**config.mk**
```make
export PLATFORM = sky130hd
export DESIGN_NAME = bcr_regs
export DESIGN_NICKNAME = d
export VERILOG_FILES = /design/src/hdl/bcr_pkg.sv /design/src/hdl/bcr_conv_if.sv /design/src/hdl/bcr_conv.sv /design/src/hdl/bcr_regs.sv
export SDC_FILE = /design/constraint.sdc
export NUM_CORES = 1
export LEC_CHECK = 0
export BUFFER_PORTS_ARGS = -buffer_cell sky130_fd_sc_hd__buf_2
export CAP_MARGIN = 20
export CORE_MARGIN = 2
export CORE_UTILIZATION = 43
export CTS_CLUSTER_SIZE = 12
export DETAILED_ROUTE_END_ITERATION = 6
export PLACE_DENSITY = 0.77
export SETUP_SLACK_MARGIN = 0.5
export SYNTH_ARGS = -nofsm -noshare
export SYNTH_HDL_FRONTEND = slang
export SYNTH_SLANG_ARGS = --single-unit
```
**constraint.sdc**
```tcl
create_clock -name i_sys_clk -period 1.5 [get_ports i_sys_clk]
set_input_delay 0.15 -clock i_sys_clk [delete_from_list [all_inputs] [get_ports i_sys_clk]]
set_output_delay 0.15 -clock i_sys_clk [all_outputs]
set_load 0.005 [all_outputs]
```
**src/hdl/bcr_pkg.sv**
```systemverilog
// Package: register map, field layout and reset values for converter control
package bcr_pkg;
  localparam int unsigned BCR_NUM_CONV = 3;
  localparam logic [7:0] BCR_OFS_CONV_A = 8'h25;
  localparam logic [7:0] BCR_OFS_CONV_B = 8'h26;
  localparam logic [7:0] BCR_OFS_CONV_C = 8'h27;
  localparam logic [7:0] BCR_CTRL_RESET = 8'h0d;
  localparam logic [7:0] BCR_CTRL_WMASK = 8'h3f;
  localparam int unsigned BCR_SLP_LSB = 4;
  localparam int unsigned BCR_RSV_LSB = 2;
  localparam int unsigned BCR_MODE_BIT = 1;
  localparam int unsigned BCR_EN_BIT = 0;
  localparam logic [1:0] BCR_SLP_OFF = 2'h0;
  localparam logic [1:0] BCR_RSV_OK = 2'h3;
  localparam logic [7:0] BCR_READ_UNMAPPED = 8'h00;
  localparam logic [6:0] BCR_VID_RESET = 7'h00;
  typedef enum logic {BCR_MODE_AUTO, BCR_MODE_FPWM} bcr_mode_e;
endpackage

```
**src/hdl/bcr_conv_if.sv**
```systemverilog
// Interface: per-converter register fields and regulation controls
`timescale 1ns/100ps
interface bcr_conv_if;
  logic [7:0] ctrl;
  logic pins_on;
  logic sleep_req;
  logic [6:0] norm_vid;
  logic [6:0] sleep_vid;
  logic conv_on;
  logic fpwm;
  logic in_sleep;
  logic vid_valid;
  logic [6:0] active_vid;
  modport regs (output ctrl, pins_on, sleep_req, norm_vid, sleep_vid,
    input conv_on, fpwm, in_sleep, vid_valid, active_vid);
  modport conv (input ctrl, pins_on, sleep_req, norm_vid, sleep_vid,
    output conv_on, fpwm, in_sleep, vid_valid, active_vid);
endinterface

```
**src/hdl/bcr_conv.sv**
```systemverilog
// Per-converter control: enable, mode, sleep entry and voltage code
`timescale 1ns/100ps
module bcr_conv (
  // Clock and reset
  input wire logic i_sys_clk,
  input wire logic i_srst,
  input wire logic i_ce,
  // Fields
  bcr_conv_if.conv cif
);
  import bcr_pkg::*;

  typedef struct packed {
    logic in_sleep;
    logic [6:0] active_vid;
  } bcr_conv_s;

  bcr_conv_s st;
  bcr_conv_s next_st;
  logic slp_en;

  always_comb begin
    slp_en = cif.ctrl[BCR_SLP_LSB +: 2] != BCR_SLP_OFF;
    next_st = st;
    next_st.in_sleep = slp_en && cif.sleep_req;
    if (next_st.in_sleep && !st.in_sleep) begin
      next_st.active_vid = cif.sleep_vid;
    end else if (!next_st.in_sleep) begin
      next_st.active_vid = cif.norm_vid;
    end
  end

  always_ff @(posedge i_sys_clk) begin
    if (i_srst) begin
      st <= '{in_sleep: 1'b0, active_vid: BCR_VID_RESET};
    end else if (i_ce) begin
      st <= next_st;
    end
  end

  assign cif.in_sleep = st.in_sleep;
  assign cif.active_vid = st.active_vid;
  // Register bit forces off, else pins decide
  assign cif.conv_on = cif.ctrl[BCR_EN_BIT] && cif.pins_on;
  assign cif.fpwm = cif.ctrl[BCR_MODE_BIT] == BCR_MODE_FPWM;
  assign cif.vid_valid = cif.ctrl[BCR_RSV_LSB +: 2] == BCR_RSV_OK;

  sleep_copy_a: assert property (
    @(posedge i_sys_clk) disable iff (i_srst)
    i_ce && slp_en && cif.sleep_req && !st.in_sleep
    |=> st.in_sleep && st.active_vid == $past(cif.sleep_vid))
    else $error("sleep code not copied on entry");
  sleep_gate_a: assert property (
    @(posedge i_sys_clk) disable iff (i_srst)
    i_ce && !slp_en |=> !st.in_sleep)
    else $error("sleep entered while disabled");
endmodule

```
**src/hdl/bcr_regs.sv**
```systemverilog
// Top: control register bank for three step-down converters
`timescale 1ns/100ps
module bcr_regs (
  // Clock, reset, enable
  input wire logic i_sys_clk,
  input wire logic i_srst,
  input wire logic i_ce,
  // Register access from serial bus front end
  input wire logic i_wr,
  input wire logic i_rd,
  input wire logic [7:0] i_addr,
  input wire logic [7:0] i_wdata,
  output logic [7:0] o_rdata,
  // Sequencing and sleep pins
  input wire logic [bcr_pkg::BCR_NUM_CONV-1:0] i_pins_on,
  input wire logic [bcr_pkg::BCR_NUM_CONV-1:0] i_sleep_req,
  input wire logic [bcr_pkg::BCR_NUM_CONV*7-1:0] i_norm_vid,
  input wire logic [bcr_pkg::BCR_NUM_CONV*7-1:0] i_sleep_vid,
  // Converter controls
  output logic [bcr_pkg::BCR_NUM_CONV-1:0] o_conv_on,
  output logic [bcr_pkg::BCR_NUM_CONV-1:0] o_fpwm,
  output logic [bcr_pkg::BCR_NUM_CONV-1:0] o_in_sleep,
  output logic [bcr_pkg::BCR_NUM_CONV-1:0] o_vid_valid,
  output logic [bcr_pkg::BCR_NUM_CONV*7-1:0] o_active_vid
);
  import bcr_pkg::*;

  typedef struct packed {
    logic [BCR_NUM_CONV-1:0][7:0] ctrl;
    logic [7:0] rdata;
  } bcr_regs_s;

  bcr_regs_s st;
  bcr_regs_s next_st;
  logic [BCR_NUM_CONV-1:0] hit;

  // --------------------------------------------------------------
  // Address decode and register update
  // --------------------------------------------------------------
  always_comb begin
    hit[0] = i_addr == BCR_OFS_CONV_A;
    hit[1] = i_addr == BCR_OFS_CONV_B;
    hit[2] = i_addr == BCR_OFS_CONV_C;
    next_st = st;
    for (int i = 0; i < BCR_NUM_CONV; i++) begin
      if (i_wr && hit[i]) begin
        next_st.ctrl[i] = i_wdata & BCR_CTRL_WMASK;
      end
    end
    if (i_rd) begin
      next_st.rdata = BCR_READ_UNMAPPED;
      for (int i = 0; i < BCR_NUM_CONV; i++) begin
        if (hit[i]) begin
          next_st.rdata = st.ctrl[i] & BCR_CTRL_WMASK;
        end
      end
    end
  end

  always_ff @(posedge i_sys_clk) begin
    if (i_srst) begin
      st.ctrl <= {BCR_NUM_CONV{BCR_CTRL_RESET}};
      st.rdata <= BCR_READ_UNMAPPED;
    end else if (i_ce) begin
      st <= next_st;
    end
  end

  assign o_rdata = st.rdata;

  // --------------------------------------------------------------
  // Per-converter control
  // --------------------------------------------------------------
  for (genvar g = 0; g < BCR_NUM_CONV; g++) begin : g_conv
    bcr_conv_if cif ();
    assign cif.ctrl = st.ctrl[g];
    assign cif.pins_on = i_pins_on[g];
    assign cif.sleep_req = i_sleep_req[g];
    assign cif.norm_vid = i_norm_vid[g*7 +: 7];
    assign cif.sleep_vid = i_sleep_vid[g*7 +: 7];
    assign o_conv_on[g] = cif.conv_on;
    assign o_fpwm[g] = cif.fpwm;
    assign o_in_sleep[g] = cif.in_sleep;
    assign o_vid_valid[g] = cif.vid_valid;
    assign o_active_vid[g*7 +: 7] = cif.active_vid;
    bcr_conv u_conv (
      .i_sys_clk(i_sys_clk),
      .i_srst(i_srst),
      .i_ce(i_ce),
      .cif(cif)
    );

    force_off_a: assert property (
      @(posedge i_sys_clk) disable iff (i_srst)
      i_ce && i_wr && hit[g] && !i_wdata[BCR_EN_BIT] |=> !o_conv_on[g])
      else $error("converter not forced off");

    pins_follow_a: assert property (
      @(posedge i_sys_clk) disable iff (i_srst)
      st.ctrl[g][BCR_EN_BIT] |-> o_conv_on[g] == i_pins_on[g])
      else $error("enable does not follow pins");

    mode_sel_a: assert property (
      @(posedge i_sys_clk) disable iff (i_srst)
      i_ce && i_wr && hit[g] |=> o_fpwm[g] == $past(i_wdata[BCR_MODE_BIT]))
      else $error("mode bit not applied");

    code_gate_a: assert property (
      @(posedge i_sys_clk) disable iff (i_srst)
      i_ce && i_wr && hit[g] && i_wdata[BCR_RSV_LSB +: 2] != BCR_RSV_OK |=> !o_vid_valid[g])
      else $error("codes valid with bad reserved field");
  end

  // --------------------------------------------------------------
  // Per-converter register and sleep checks
  // --------------------------------------------------------------
  for (genvar g = 0; g < BCR_NUM_CONV; g++) begin : g_chk
    wr_lands_a: assert property (
      @(posedge i_sys_clk) disable iff (i_srst)
      i_ce && i_wr && hit[g] |=> st.ctrl[g] == ($past(i_wdata) & BCR_CTRL_WMASK))
      else $error("write did not land");

    top_zero_a: assert property (
      @(posedge i_sys_clk) disable iff (i_srst)
      (st.ctrl[g] & ~BCR_CTRL_WMASK) == 8'h00)
      else $error("top bits stored nonzero");

    no_hit_hold_a: assert property (
      @(posedge i_sys_clk) disable iff (i_srst)
      i_ce && !(i_wr && hit[g]) |=> $stable(st.ctrl[g]))
      else $error("register changed without a write");

    ce_freeze_a: assert property (
      @(posedge i_sys_clk) disable iff (i_srst)
      !i_ce |=> $stable(st.ctrl[g]))
      else $error("register changed while frozen");

    en_off_a: assert property (
      @(posedge i_sys_clk) disable iff (i_srst)
      !st.ctrl[g][BCR_EN_BIT] |-> !o_conv_on[g])
      else $error("converter on with enable bit clear");

    mode_hold_a: assert property (
      @(posedge i_sys_clk) disable iff (i_srst)
      o_fpwm[g] == st.ctrl[g][BCR_MODE_BIT])
      else $error("mode output differs from register");

    valid_rsv_a: assert property (
      @(posedge i_sys_clk) disable iff (i_srst)
      o_vid_valid[g] == (st.ctrl[g][BCR_RSV_LSB +: 2] == BCR_RSV_OK))
      else $error("code valid differs from reserved field");

    sleep_off_a: assert property (
      @(posedge i_sys_clk) disable iff (i_srst)
      i_ce && st.ctrl[g][BCR_SLP_LSB +: 2] == BCR_SLP_OFF |=> !o_in_sleep[g])
      else $error("sleep with sleep field off");

    sleep_on_a: assert property (
      @(posedge i_sys_clk) disable iff (i_srst)
      i_ce && st.ctrl[g][BCR_SLP_LSB +: 2] != BCR_SLP_OFF && i_sleep_req[g] |=> o_in_sleep[g])
      else $error("sleep request not followed");

    sleep_hold_a: assert property (
      @(posedge i_sys_clk) disable iff (i_srst)
      i_ce && o_in_sleep[g] && st.ctrl[g][BCR_SLP_LSB +: 2] != BCR_SLP_OFF && i_sleep_req[g]
      |=> $stable(o_active_vid[g*7 +: 7]))
      else $error("sleep code not held");

    wake_code_a: assert property (
      @(posedge i_sys_clk) disable iff (i_srst)
      i_ce && !(st.ctrl[g][BCR_SLP_LSB +: 2] != BCR_SLP_OFF && i_sleep_req[g])
      |=> o_active_vid[g*7 +: 7] == $past(i_norm_vid[g*7 +: 7]))
      else $error("normal code not tracked");

    rd_mapped_a: assert property (
      @(posedge i_sys_clk) disable iff (i_srst)
      i_ce && i_rd && hit[g] |=> o_rdata == ($past(st.ctrl[g]) & BCR_CTRL_WMASK))
      else $error("read data differs from register");
  end

  // --------------------------------------------------------------
  // Reset and read port checks
  // --------------------------------------------------------------
  reset_val_a: assert property (
    @(posedge i_sys_clk)
    $past(i_srst) |-> st.ctrl == {BCR_NUM_CONV{BCR_CTRL_RESET}} && o_conv_on == i_pins_on)
    else $error("bad reset value");

  rsv_read_a: assert property (
    @(posedge i_sys_clk) disable iff (i_srst)
    i_ce && i_rd |=> (o_rdata & ~BCR_CTRL_WMASK) == 8'h00)
    else $error("top bits read nonzero");

  rd_unmapped_a: assert property (
    @(posedge i_sys_clk) disable iff (i_srst)
    i_ce && i_rd && hit == '0 |=> o_rdata == BCR_READ_UNMAPPED)
    else $error("unmapped read not zero");

  rd_hold_a: assert property (
    @(posedge i_sys_clk) disable iff (i_srst)
    i_ce && !i_rd |=> $stable(o_rdata))
    else $error("read data changed without a read");

  ce_rdata_a: assert property (
    @(posedge i_sys_clk) disable iff (i_srst)
    !i_ce |=> $stable(o_rdata))
    else $error("read data changed while frozen");

  one_hit_a: assert property (
    @(posedge i_sys_clk) disable iff (i_srst)
    $onehot0(hit))
    else $error("more than one register selected");

  reset_rdata_a: assert property (
    @(posedge i_sys_clk)
    $past(i_srst) |-> o_rdata == BCR_READ_UNMAPPED)
    else $error("read data not cleared by reset");
endmodule

```
==> flow_metrics.py, run 1 <==
metrics = {
    "global_route": {
        "grt_pass1_vias": 2272,
        "antenna_found_initial": 0,
        "grt.met2_usage_pct": 36.2,
        "track_usage_pct": 20.7,
        "overflow": 0,
        "globalRoute.busiestLayer": "met2",
        "gr-usage-met1_pct": 25.3,
        "grt_pass1_wl_mm": 10.5,
        "use_met3_pct": 5.20,
        "grt_max_degree": 43,
    },
    "floorplanning": {
        "io_pins": 110,
        "die_w_um": 79.8,
        "rows": 27,
        "die_area_um2": 6360,
        "core_area_um2": 5540,
        "initial_core_util_pct": 44.6,
        "die_y_um": 79.8,
    },
    "yosys": {
        "syn-instance-count": 265,
        "yosysSeqAreaShare_pct": 38.9,
        "synth_cell_type_count": 30,
        "synth-seq-cells": 48,
        "synth.avg_cell_area_um2": 9.32,
        "netlist_area_um2": 2470,
        "ys_warn_count": 0,
    },
    "place": {
        "dp_hpwl_mm": 4.72,
        "port_buffers": 105,
        "gp_congestion": 0.794,
        "place_ws_ps": -227,
        "place_area_um2": 3010,
    },
    "clock_tree": {
        "htree_levels": 2,
        "cts_tree": "yes",
        "cts_num_sinks": 48,
        "cts-root-buf": "clkbuf_8",
        "clk_pin_slew_worst_paths_ps": 90,
        "clock_latency_ps": 300,
        "cts_inserted_buffers": 5,
        "clock_path_buffers": 2,
    },
    "route": {
        "dr.pass1.iters": 4,
        "post-route-drc-count": 0,
        "drt_wl_total_mm": 6.63,
        "dr_total_vias": 2316,
        "wl_per_cell_um": 14.8,
        "drtIter0Drc": 100,
        "antenna_left": 0,
        "routed_via_density": 5.17,
    },
    "layout": {
        "area_growth_pct": 39.1,
        "final_core_util_pct": 62.0,
        "drive_gt1_share_pct": 55.3,
        "mostFrequentLayoutCells": "buf_2, mux2i_1, dfxtp_1",
        "fin_area_um2": 3430,
        "diodes": 0,
        "final_common_cell": "buf_2",
        "final_nets": 444,
    },
    "power": {
        "peakVddDrop_mv": 0.505,
        "netSwitchingFraction_pct": 23.5,
        "combPwrFrac_pct": 13.3,
        "p_int_uw": 2040,
        "p_switching_uw": 625,
        "powerDensity_nw_per_um2": 776,
        "leakage_uw": 0.00164,
        "power_uw": 2660,
        "clkPwrFrac_pct": 37.0,
        "sequentialPowerShare_pct": 49.7,
    },
    "worst_hold_path": {
        "hold_class": "input port to flip-flop",
    },
    "sta": {
        "grt_setup_unrepaired": "true",
        "period_minus_slack_ps": 1390,
        "fmax_ghz": 0.720,
        "timing.final.ws_setup_ps": 111,
        "slew_viol_final": 0,
        "whs_ps": 129,
        "timing_hold_violations_final": 0,
        "skew_ps": 10.0,
        "setup_viol": 0,
        "min_period_over_period_pct": 92.6,
    },
    "setup_path": {
        "cp-start-kind": "input port",
        "crit_fanout": 6,
        "cp_data_arrival_time_ps": 1570,
        "setup.worst_path.end_class": "flip-flop",
        "critPathKind": "input port to flip-flop",
        "required_ps": 1680,
    },
    "run": {
        "maxCapViolations": 0,
    },
    "run_status": {
        "outcome": "finished clean",
    },
}
[sequential cells by signal (all words and copies together) (netlist names)]
register,flops
g_conv.u_conv.cif.active_vid,21
g_conv.cif.ctrl,18
o_rdata,6
g_conv.u_conv.cif.in_sleep,3
[worst paths after layout]
path,start,to,slack [ps],depth (start not counted)
max reg2reg,g_conv[0].cif.ctrl[5]$_SDFFE_PP0P_,g_conv[0].u_conv.cif.active_vid[4]$_SDFFE_PP0P_,290,3
min reg2reg,o_rdata[2]$_SDFFE_PP0P_,o_rdata[2]$_SDFFE_PP0P_,470,2
max,i_addr[7],g_conv[1].cif.ctrl[0]$_SDFFE_PP1P_,110,5
min,i_wdata[2],g_conv[2].cif.ctrl[2]$_SDFFE_PP1P_,130,3
[worst max-delay path, stage by stage]
cell and delay, ps:
buf_6 90, or4b_4 550, or4_4 500, buf_8 160, mux2i_1 120
[cells by family (layout without fill, tap and decap cells)]
logic type,count (synthesis),after routing,synth area share [%]
simple gates,77,77,17.2
compound gates,70,70,21.5
flops,48,48,38.9
mux,35,35,14.2
buf+inv,34,144,7.96
other cells,1,2,0.152
[through the flow]
stage | setup TNS [ps] | cells
2_1_floorplan | -820 | 266
3_3_place_gp | -2930 | 424
3_5_place_dp | -3420 | 424
4_1_cts | 0 | 443
5_1_grt | 0 | 448
6_report | 0 | 448
[routing by layer]
layer  vias up  part of all wire (%)
met5         -                     0
met4         0                  0.51
met3         4                   6.1
met2        70                    51
met1      1089                    43
li1       1153                     -
[power groups by stage]
stage                     Sequential, uW  Combinational, uW  Clock (uW)
final                               1320                355         985
after global routing                1330                392        1050
after CTS                           1330                333        1010
after detailed placement            1360                324           0
after global placement              1360                318           0
after floorplan                     1360                169           0
[cell type report]
class                      count  area, um2
tap                           72       90.1
multi-input combinational    184       1430
timing repair buffer         134        795
inverter                       2       7.51
clock inverter                 2       38.8
sequential                    48        992
fill                         489       2110
clock buffer                   6       82.6
[Yosys cell counts (all sizes together)]
cell	n	area, um2
dfxtp	48	961
mux2i	35	350
nor2	27	101
a21oi	23	115
buf	17	133
clkbuf	15	56.3
a211oi	14	105
or2	14	87.6
a21o	12	90.1
nand2b	12	75.1
and2	7	43.8
nand2	7	26.3
a32o	6	60.1
o41ai	6	97.6
nand4b	3	26.3
o211ai	3	22.5
o21a	3	22.5
inv	2	7.51
o21ai	2	10.0
or4b	2	27.5
a311oi	1	8.76
and3b	1	8.76
conb	1	3.75
nand3	1	5.00
nor3	1	10.0
or3	1	6.26
or4	1	7.51
[timing repair]
| item | CTS | global route |
|---|---|---|
| pin swaps | 20 | 10 |
| buffers inserted | 11 | 5 |
| hold buffers | 0 | 0 |
| gates resized for setup | 30 | 28 |
| setup endpoints to repair | 54 | 52 |
Power figures use the tool's default switching activity.
==> inputs of run 2 (changes only) <==
==> constraint.sdc (replaced) <==
create_clock -name i_sys_clk -period 1.5 [get_ports i_sys_clk]
set_input_delay 0.15 -clock i_sys_clk [delete_from_list [all_inputs] [get_ports i_sys_clk]]
set_output_delay 0.15 -clock i_sys_clk [all_outputs]
set_load 0.05 [all_outputs]
==> flow_metrics.py, run 2 (same netlist as run 1, synthesis figures left out) <==
metrics = {
    "setup_path": {
        "reg2regPathDepth": 3,
        "required_ps": 1680,
        "crit_fanout": 6,
        "setup.worst_path.end_class": "flip-flop",
        "critical_path.top_delay_family": "simple AND/OR/NAND/NOR gates",
        "path_buf_inv": 2,
        "ff2ff_setup_slack_ps": 300,
        "critPathMaxStageDelay_ps": 550,
        "critPathKind": "input port to flip-flop",
        "cp_cell_sequence": "buf_6 > or4b_4 > or4_4 > buf_8 > mux2i_1",
        "slowest_stage": "or4b_4",
        "r2r-end": "g_conv[0].u_conv.cif.active_vid[4]$_SDFFE_PP0P_",
        "cp-start-kind": "input port",
        "cp_data_arrival_time_ps": 1560,
        "timing.rr.start": "g_conv[0].cif.ctrl[4]$_SDFFE_PP0P_",
    },
    "layout": {
        "final_common_cell": "buf_2",
        "fillerInstances": 407,
        "diodes": 0,
        "largest_reg_flops": 21,
        "final_nets": 451,
        "mostFrequentLayoutCells": "buf_2, dfxtp_2, buf_6",
        "drive_gt1_share_pct": 67.1,
        "area_growth_pct": 58.7,
        "final_core_util_pct": 70.7,
        "layout.cells.non_filler": 455,
        "multi_input_area_um2": 1530,
        "seq_area_um2": 1020,
        "fin_area_um2": 3920,
    },
    "route": {
        "dr.pass1.iters": 4,
        "drtIter0Drc": 96,
        "antenna_left": 0,
        "post-route-drc-count": 0,
        "wl_per_cell_um": 15.0,
        "dr_total_vias": 2367,
        "met1_length_mm": 2.81,
        "top_layer_used": "met4",
        "drt_wl_total_mm": 6.84,
        "routed_via_density": 5.20,
        "wl_met3_um": 447,
        "route.met2.wl_mm": 3.46,
    },
    "global_route": {
        "grt_pass1_vias": 2396,
        "overflow": 0,
        "antenna_found_initial": 0,
        "grt_pass1_wl_mm": 11.0,
        "grt_max_degree": 43,
        "track_usage_pct": 21.8,
    },
    "worst_hold_path": {
        "hold_class": "input port to flip-flop",
        "hold-path-cell-count": 3,
        "holdPathEnd": "g_conv[2].cif.ctrl[2]$_SDFFE_PP1P_",
        "hp-start": "i_wdata[2]",
    },
    "clock_tree": {
        "cts_tree": "yes",
        "cts-root-buf": "clkbuf_8",
        "clock_latency_ps": 300,
        "cts_inserted_buffers": 5,
        "cts.hold.buffers_added": 0,
        "clock_path_buffers": 2,
        "clk_pin_slew_worst_paths_ps": 90,
        "htree_levels": 2,
        "cts_num_sinks": 48,
    },
    "power": {
        "power_uw": 2930,
        "peakVddDrop_mv": 0.506,
        "powerDensity_nw_per_um2": 747,
        "leakage_uw": 0.00176,
    },
    "sta": {
        "grt_setup_unrepaired": "true",
        "tightest_slew_ps": 603,
        "min_period_over_period_pct": 92.0,
        "timing_hold_violations_final": 0,
        "skew_ps": 6.11,
        "period_minus_slack_ps": 1380,
        "relSlewSlack_pct": 59.8,
        "fmax_ghz": 0.725,
        "finalSetupTns_ps": 0,
        "setup_viol": 0,
        "slew_viol_final": 0,
    },
    "floorplanning": {
        "die_w_um": 79.8,
        "initial_core_util_pct": 44.6,
        "io_pins": 110,
        "die_y_um": 79.8,
        "rows": 27,
        "core_area_um2": 5540,
        "die_area_um2": 6360,
    },
    "place": {
        "place_area_um2": 3010,
        "place_inst": 424,
        "dp_hpwl_mm": 4.72,
        "port_buffers": 105,
        "gp_congestion": 0.794,
    },
    "run": {
        "maxCapViolations": 0,
    },
    "run_status": {
        "outcome": "finished clean",
    },
}
## run 2: changes by cell type in the layout (fill, tap and decap cells not counted), sizes merged
cell / change
buf: +8
clkbuf: -1
## run 2: what timing repair did
item                       CTS  global route
setup endpoints to repair   85            76
buffers inserted            17             6
pin swaps                   24            15
gates resized for setup    146            56
## run 2: per-layer routing
metal  vias to the layer above  GRT usage [%]
li1                       1166              -
met1                      1115           26.0
met2                        75           37.7
met3                        11           5.77
met4                         0           7.80
met5                         -              0
## run 2: worst max-delay path by stage
stage	startpoint	end	slack, ps	depth (start not counted)
finish	i_addr[7]	g_conv[1].cif.ctrl[0]$_SDFFE_PP1P_	120	5
global route	i_addr[7]	g_conv[1].cif.ctrl[2]$_SDFFE_PP1P_	110	5
CTS	i_addr[7]	g_conv[1].cif.ctrl[0]$_SDFFE_PP1P_	130	5
detailed placement	i_addr[7]	g_conv[1].cif.ctrl[0]$_SDFFE_PP1P_	-230	5
global placement	i_addr[7]	g_conv[1].cif.ctrl[0]$_SDFFE_PP1P_	-200	5
floorplan	i_addr[7]	g_conv[0].cif.ctrl[0]$_SDFFE_PP1P_	-80	4
## run 2: cell type report
type	count	share of cell area [%]
multi-input cells	184	38.9
repair buffers	141	29.4
clock inverters	2	0.990
clock buffers	6	2.11
well taps	72	2.30
flip-flops and latches	48	26.1
inverters	2	0.192
## run 2: through the flow
stage / worst slack [ps] / hold slack, ps
final: 120 / 129
after global routing: 108 / 142
after CTS: 133 / 121
after detailed placement: -227 / 437
after global placement: -203 / 440
after floorplan: -79.3 / 331
## run 2: report_power, final
| group | leakage, uW | switching [uW] | total (uW) | internal [uW] |
|---|---|---|---|---|
| clock network | 0.0000614 | 445 | 991 | 546 |
| registers | 0.000404 | 32.5 | 1350 | 1310 |
| logic | 0.00130 | 328 | 590 | 262 |
## run 2: worst min-delay path: cells and delay by family
family                 cells  cell delay [ps]
muxes                      1              120
buffers and inverters      1               70
and+or+nand+nor            1               50
